===== src/hw/led_bank_defs.svh =====
// offsets, field positions and reset values of the led bank register set
// assumes a 32-bit apb slave with each register on one aligned word
`ifndef LED_BANK_DEFS_SVH
`define LED_BANK_DEFS_SVH

// register indexes; byte address is four times the index
`define IDX_FS_A       6'h17
`define IDX_CFG_B      6'h18
`define IDX_FS_B       6'h19
`define IDX_CFG_C      6'h1a
`define IDX_FS_C       6'h1b
`define IDX_FEEDBACK   6'h1c
`define IDX_ENABLE     6'h1d

// field positions
`define CFG_SRC_BIT    0
`define CFG_LIN_BIT    1
`define CFG_PTR_LSB    2
`define CFG_PTR_MSB    4
`define FS_MSB         4

// reset values, plus the target code of the top zone
`define CFG_RESET      5'h11
`define FS_RESET       5'h13
`define FEEDBACK_RESET 3'h7
`define ENABLE_RESET   3'h0
`define ZONE_TOP       3'h4

`endif


===== src/hw/led_bank_pkg.sv =====
// types shared by the led bank register block
// assumes the constants header is included by the user
package led_bank_pkg;

    // which bank a current sink is assigned to
    typedef enum logic [1:0] {
        SINK_BANK_A    = 2'b00,
        SINK_BANK_B    = 2'b01,
        SINK_BANK_C    = 2'b10,
        SINK_BANK_NONE = 2'b11
    } sink_bank_t;

    // steering handed to one current control bank
    typedef struct packed {
        logic       enable;      // bank switched on
        logic       bus_mode;    // 1 = bus target, 0 = ambient zone
        logic       linear;      // 1 = linear, 0 = exponential mapping
        logic [2:0] target;      // zone target index 0..4
        logic [4:0] full_scale;  // full-scale current code
    } bank_ctrl_t;

endpackage


===== src/hw/led_bank_regs.sv =====
// apb register bank steering three led current control banks and their sinks
// assumes sink-to-bank assignment and the ambient zone arrive from other blocks
`include "led_bank_defs.svh"
`timescale 1ns/10ps
`default_nettype none

module led_bank_regs (
    input  wire logic                   ref_clk_in,      // 125 mhz clock
    input  wire logic                   rst_n_in,        // sync reset, low
    input  wire logic                   psel_in,         // apb select
    input  wire logic                   penable_in,      // apb access phase
    input  wire logic                   pwrite_in,       // apb write
    input  wire logic [7:0]             paddr_in,        // apb byte address
    input  wire logic [31:0]            pwdata_in,       // apb write data
    output logic      [31:0]            prdata_out,      // apb read data
    output logic                        pready_out,      // apb ready
    output logic                        pslverr_out,     // apb error
    input  wire logic [2:0]             als_zone_in,     // averaged zone
    input  wire led_bank_pkg::sink_bank_t sink_bank_in [3], // sink assignment
    output led_bank_pkg::bank_ctrl_t    bank_ctrl_out [3],  // per-bank steering
    output logic      [2:0]             sink_on_out,     // sinks 1..3 on
    output logic      [2:0]             sink_feedback_out // sinks in boost loop
);

    ////////////////////////////////////////////////////////////////////////
    // register state
    logic [4:0]  cfg_b_reg;
    logic [4:0]  cfg_b_next;
    logic [4:0]  cfg_c_reg;
    logic [4:0]  cfg_c_next;
    logic [4:0]  fs_reg [3];
    logic [4:0]  fs_next [3];
    logic [2:0]  feedback_reg;
    logic [2:0]  feedback_next;
    logic [2:0]  enable_reg;
    logic [2:0]  enable_next;
    logic        pready_reg;
    logic        pready_next;
    logic        pslverr_reg;
    logic        pslverr_next;
    logic [31:0] prdata_reg;
    logic [31:0] prdata_next;

    led_bank_pkg::bank_ctrl_t bank_reg [3];
    led_bank_pkg::bank_ctrl_t bank_next [3];
    logic [2:0]  sink_on_reg;
    logic [2:0]  sink_on_next;
    logic [2:0]  sink_fb_reg;
    logic [2:0]  sink_fb_next;

    logic        access;
    logic        wr_en;
    logic        hit;
    logic [5:0]  idx;
    logic [31:0] rd_word;

    // 1xx pointer codes all mean the top zone
    function automatic logic [2:0] zone_norm(input logic [2:0] code);
        zone_norm = code[2] ? `ZONE_TOP : code;
    endfunction

    ////////////////////////////////////////////////////////////////////////
    // apb decode; one wait state so read data comes from a flop
    assign idx    = paddr_in[7:2];
    assign access = psel_in && penable_in;
    assign wr_en  = access && pready_reg && pwrite_in && hit;

    // address hit and read mux; upper bits are zero by construction
    always_comb begin
        hit     = (paddr_in[1:0] == 2'h0);
        rd_word = 32'h0;
        unique case (idx)
            `IDX_FS_A:     rd_word = {27'h0, fs_reg[0]};
            `IDX_CFG_B:    rd_word = {27'h0, cfg_b_reg};
            `IDX_FS_B:     rd_word = {27'h0, fs_reg[1]};
            `IDX_CFG_C:    rd_word = {27'h0, cfg_c_reg};
            `IDX_FS_C:     rd_word = {27'h0, fs_reg[2]};
            `IDX_FEEDBACK: rd_word = {29'h0, feedback_reg};
            `IDX_ENABLE:   rd_word = {29'h0, enable_reg};
            default:       hit     = 1'b0;
        endcase
    end

    // bus response; ready rises on the second access cycle
    always_comb begin
        pready_next  = 1'b0;
        pslverr_next = pslverr_reg;
        prdata_next  = prdata_reg;
        if (access && !pready_reg) begin
            pready_next  = 1'b1;
            pslverr_next = !hit;
            prdata_next  = (hit && !pwrite_in) ? rd_word : 32'h0;
        end
    end

    // register writes; only the low bits are kept, so the rest ignore writes
    always_comb begin
        cfg_b_next    = cfg_b_reg;
        cfg_c_next    = cfg_c_reg;
        fs_next       = fs_reg;
        feedback_next = feedback_reg;
        enable_next   = enable_reg;
        if (wr_en) begin
            unique case (idx)
                `IDX_FS_A:     fs_next[0]    = pwdata_in[`FS_MSB:0];
                `IDX_CFG_B:    cfg_b_next    = pwdata_in[4:0];
                `IDX_FS_B:     fs_next[1]    = pwdata_in[`FS_MSB:0];
                `IDX_CFG_C:    cfg_c_next    = pwdata_in[4:0];
                `IDX_FS_C:     fs_next[2]    = pwdata_in[`FS_MSB:0];
                `IDX_FEEDBACK: feedback_next = pwdata_in[2:0];
                `IDX_ENABLE:   enable_next   = pwdata_in[2:0];
                default:       enable_next   = enable_reg;
            endcase
        end
    end

    // register file flops
    always_ff @(posedge ref_clk_in) begin
        if (!rst_n_in) begin
            cfg_b_reg    <= `CFG_RESET;
            cfg_c_reg    <= `CFG_RESET;
            fs_reg[0]    <= `FS_RESET;
            fs_reg[1]    <= `FS_RESET;
            fs_reg[2]    <= `FS_RESET;
            feedback_reg <= `FEEDBACK_RESET;
            enable_reg   <= `ENABLE_RESET;
            pready_reg   <= 1'b0;
            pslverr_reg  <= 1'b0;
            prdata_reg   <= 32'h0;
        end else begin
            cfg_b_reg    <= cfg_b_next;
            cfg_c_reg    <= cfg_c_next;
            fs_reg       <= fs_next;
            feedback_reg <= feedback_next;
            enable_reg   <= enable_next;
            pready_reg   <= pready_next;
            pslverr_reg  <= pslverr_next;
            prdata_reg   <= prdata_next;
        end
    end

    ////////////////////////////////////////////////////////////////////////
    // sink steering; registered once more so outputs come from flops
    always_comb begin
        // bank a brightness config lives elsewhere: fixed ambient, exponential
        bank_next[0] = '{enable: enable_reg[0], bus_mode: 1'b0, linear: 1'b0,
                         target: zone_norm(als_zone_in), full_scale: fs_reg[0]};
        bank_next[1] = '{enable:     enable_reg[1],
                         bus_mode:   cfg_b_reg[`CFG_SRC_BIT],
                         linear:     cfg_b_reg[`CFG_LIN_BIT],
                         target:     cfg_b_reg[`CFG_SRC_BIT]
                                     ? zone_norm(cfg_b_reg[`CFG_PTR_MSB:`CFG_PTR_LSB])
                                     : zone_norm(als_zone_in),
                         full_scale: fs_reg[1]};
        bank_next[2] = '{enable:     enable_reg[2],
                         bus_mode:   cfg_c_reg[`CFG_SRC_BIT],
                         linear:     cfg_c_reg[`CFG_LIN_BIT],
                         target:     cfg_c_reg[`CFG_SRC_BIT]
                                     ? zone_norm(cfg_c_reg[`CFG_PTR_MSB:`CFG_PTR_LSB])
                                     : zone_norm(als_zone_in),
                         full_scale: fs_reg[2]};
        for (int s = 0; s < 3; s++) begin
            // unassigned sinks stay off whatever the enables say
            unique case (sink_bank_in[s])
                led_bank_pkg::SINK_BANK_A: sink_on_next[s] = enable_reg[0];
                led_bank_pkg::SINK_BANK_B: sink_on_next[s] = enable_reg[1];
                led_bank_pkg::SINK_BANK_C: sink_on_next[s] = enable_reg[2];
                default:                   sink_on_next[s] = 1'b0;
            endcase
        end
        sink_fb_next = feedback_reg;
    end

    // output flops; a write shows here one clock after it completes
    always_ff @(posedge ref_clk_in) begin
        if (!rst_n_in) begin
            for (int b = 0; b < 3; b++) begin
                bank_reg[b] <= '{enable: 1'b0, bus_mode: 1'b0, linear: 1'b0,
                                 target: 3'h0, full_scale: `FS_RESET};
            end
            sink_on_reg <= 3'h0;
            sink_fb_reg <= `FEEDBACK_RESET;
        end else begin
            bank_reg    <= bank_next;
            sink_on_reg <= sink_on_next;
            sink_fb_reg <= sink_fb_next;
        end
    end

    assign prdata_out        = prdata_reg;
    assign pready_out        = pready_reg;
    assign pslverr_out       = pslverr_reg;
    assign bank_ctrl_out     = bank_reg;
    assign sink_on_out       = sink_on_reg;
    assign sink_feedback_out = sink_fb_reg;
endmodule

`default_nettype wire


===== config.mk =====
export PLATFORM = sky130hd
export DESIGN_NAME = led_bank_regs
export DESIGN_NICKNAME = d
export VERILOG_FILES = /design/src/hw/led_bank_pkg.sv /design/src/hw/led_bank_regs.sv
export VERILOG_INCLUDE_DIRS = /design/src /design/src/hw
export SDC_FILE = /design/constraint.sdc
export NUM_CORES = 1
export LEC_CHECK = 0
export BUFFER_PORTS_ARGS = -buffer_cell sky130_fd_sc_hd__buf_2
export CORE_MARGIN = 5
export CORE_UTILIZATION = 40
export CTS_CLUSTER_DIAMETER = 40
export DETAILED_ROUTE_END_ITERATION = 7
export GPL_TIMING_DRIVEN = 0
export PLACE_DENSITY = 0.7
export SYNTH_ARGS = -nofsm -noshare
export SYNTH_HDL_FRONTEND = slang
export SYNTH_SLANG_ARGS = --single-unit
export TNS_END_PERCENT = 50

===== constraint.sdc =====
create_clock -name ref_clk_in -period 5.5 [get_ports ref_clk_in]
set_input_delay 0.825 -clock ref_clk_in [delete_from_list [all_inputs] [get_ports ref_clk_in]]
set_output_delay 0.825 -clock ref_clk_in [all_outputs]
set_load 0.01 [all_outputs]

==> summary.md <==
| Metric | Value |
|---|---|
| Average cell area after synthesis | 10.2 um2 |
| Wire length per cell after detailed routing | 13.6 um |
| Maximum vdd drop | 218 uV |
| Kind of path behind the tightest hold check | reg -> reg |
| Final Max Slew Viols | 0 |
| Filler cells | 701 |
| Commonest cells in the synthesized netlist | dfxtp_1 (75), mux2i_1 (33), buf_4 (29) |
| First-pass GRT wire length | 11600 um |
| Final total negative setup slack | 0 ns |
| Post-CTS clock slew at the launch and capture registers of the worst setup and hold paths | 0.07 ns |
| Nets@finish | 463 |
| Setup repair after global routing missed its margin | no |
| Area of combinational cells with multiple inputs | 1280 um2 |
| Type of the setup path with the least slack | in -> reg |
| Critical path buffer and inverter count | 2 |
| Number of vias after detailed routing | 2327 |
| Cell type group with the largest total delay on the critical path | simple AND/OR/NAND/NOR gates |
| Total half-perimeter wirelength after legalization and detailed placement | 5360 um |
| Wire length after detailed routing | 6980 um |
| Crit-path cells | buf_2 > nor4bb_1 > nand3_1 > or2_1 > buf_2 > a21o_1 |
| Run status | finished clean |
| Count of placed standard cells in the final layout, fillers left out | 513 |
| H-tree depth | 3 |
| GR Overflow Total | 0 |
| Port buffer count | 70 |
| Number of distinct library cells after synthesis | 42 |
| Number of placement rows | 31 |
| Part of the cycle the worst path needs | 46.6% |
| Starting density of the core | 41.6% |
| Kind of end point of the critical path | flop |
| Clock tree from TritonCTS | done |
| Count of synthesis-stage warnings from yosys | 0 |
| Global placement routability congestion | 0.845 |
| Per-cell via count in the routed design | 4.54 |
| Time the worst path needs with I/O delays and setup | 2.56 ns |
| Worst slew margin relative to its limit | 20.8% |
| Worst Hold Margin | 0.461 ns |
| Number of remaining DRC errors | 0 |
| Async set-reset flop share out of synthesis | 0% |
| Worst-Skew Late Latency | 0.35 ns |
| Boundary pin count | 127 |
| Transition time of the tightest slew-check pin | 1.17 ns |
| Die area | 9470 um2 |
| Chip width | 97.3 um |
| Core region area | 7330 um2 |
| Synth area leaders | dfxtp_1 (49%), mux2i_1 (11%), buf_4 (7.1%) |
| Pin count of the biggest net entering global routing | 13 |
| Sequential cell area fraction in the yosys report | 49.3% |
| EDFF count, synth | 0 |
| Flip-flop count of the largest register after layout | 31 |
| Synthesized instance count | 300 |
| Data required time of the worst path | 5.74 ns |
| Root buffer selected by CTS | clkbuf_8 |
| Sequential cell area | 1500 um2 |
| Maximum Capacitance Violations | 0 |
| Area growth from synthesis to layout | 25.1% |
| Final hold violations | 0 |
| # resized after CTS | 0 |
| Antenna viol nets, final | 0 |
| Static Leakage | 0.00172 uW |
| Maximum net fanout on the critical path | 6 |
| Count of placed standard cells including taps | 497 |
| Share of Yosys cell area claimed by the top area cell type | 49.3% |
| Maximum clock path buffer count | 2 |
| Final setup vio count | 0 |
| Most used flip-flop cell after synthesis | dfxtp_1 |
| First DRT Iteration DRCs | 70 |
| Power Density | 268 nW/um2 |
| Library cell occupying the most area in the post-synthesis netlist | dfxtp_1 |
| Chip height | 97.3 um |
| Crit path DAT | 2.81 ns |
| DRT Pass-1 Iters | 4 |
| Cell mode on critical path | buf_2 |
| Via count of the first global-routing pass | 2415 |
| Mapped cell area | 3050 um2 |
| Num CTS Buffers | 9 |
| All-Layer GR Usage | 15.4% |
| Initial antenna violation count | 0 |
| Number of diodes added for antenna fixing | 0 |
| Hold-fix buffer count after cts | 0 |
| Sort of element at the start of the critical path | primary input |
| Final setup slack of the worst path | 2.94 ns |
| Most used standard cell by instance count after synthesis | dfxtp_1 |
| Worst slack at placement | 2.61 ns |
| Post-CTS Setup Inserts | 0 |
| CP max stage delay | 0.98 ns |
| F_max | 390 MHz |
| Critical Path Slowest Stage Cell | nor4bb_1 |
| TritonCTS Sinks | 75 |
| Number of synthesized register bits | 75 |
| Proportion of layout cells with a drive suffix above 1 | 31.6% |
| Maximum clock skew at final layout | 0.00838 ns |
layout by cell type, fill, tap and decap left out, drive strengths merged, types with 2 or more instances in the layout:
cell,n
mux2i,33
o22a,3
nand3b,2
and2,9
nor4,3
conb,29
clkinv,4
buf,105
inv,25
a22oi,3
a222oi,2
nor3,7
nor2,27
a21o,2
o22ai,4
clkbuf,17
o21ai,3
a211oi,2
dfxtp,75
mux4,5
a21oi,5
a221oi,3
nand4b,2
nand2,27
nand2b,5
tightest hold or removal path: cells and delay by family (launching register included):
family                 cells  cell delay [ns]
flip-flops                 1             0.31
buffers and inverters      1             0.05
AO/OA/AOI/OAI              1             0.05
path summary, 6_finish.rpt:
path | startpoint | end | slack (ns) | cells past startpoint
max | paddr_in[4] | bank_next[2]$_SDFFE_PN0P_ | 2.94 | 6
min | pslverr_out$_SDFFE_PN0P_ | pslverr_out$_SDFFE_PN0P_ | 0.46 | 2
max reg2reg | pready_out$_SDFF_PN0_ | cfg_b_reg[1]$_SDFFE_PN0P_ | 3.87 | 5
min reg2reg | pslverr_out$_SDFFE_PN0P_ | pslverr_out$_SDFFE_PN0P_ | 0.46 | 2
stage by stage:
stage                     instance area, um2  utilization [%]  total power (uW)
after floorplan                         3150                -               609
after global placement                  3630             49.5               633
after detailed placement                3630             49.5               634
after CTS                               3810             52.0              1030
after global routing                    3810             52.0              1060
final                                   3810             52.0              1020
area by class of cell:
| type | count | area share, % |
|---|---|---|
| sequential | 75 | 39.4 |
| multi-input combinational | 187 | 33.7 |
| timing repair buffer | 70 | 9.19 |
| buffer | 41 | 7.15 |
| clock buffer | 11 | 3.45 |
| tap | 99 | 3.25 |
| inverter | 25 | 2.46 |
| clock inverter | 5 | 1.41 |
metal layers:
metal / routed length, um / part of all wire [%] / vias to the layer above / global-route usage [%]
met1: 2920 / 42 / 1068 / 16.9
met4: 94 / 1.3 / 0 / 5.43
li1: - / - / 1177 / -
met2: 3420 / 49 / 72 / 26.7
met5: 0 / 0 / - / 0
met3: 544 / 7.8 / 10 / 6.39
cell families (layout without fill, tap and decap cells):
logic type	after synthesis	after routing	share of synthesized area, %
compound gates	30	30	7.35
buf+inv	66	152	12.0
flops	75	75	49.3
mux	39	39	14.9
other cells	1	29	0.123
simple gates	89	89	16.3
power breakdown:
part | internal, uW | leakage, uW | switching, uW
clock | 208 | 0.0000971 | 192
sequential | 546 | 0.000608 | 0.854
combinational | 31.7 | 0.00102 | 43.6
No activity file was read; power rests on OpenSTA's default activity.
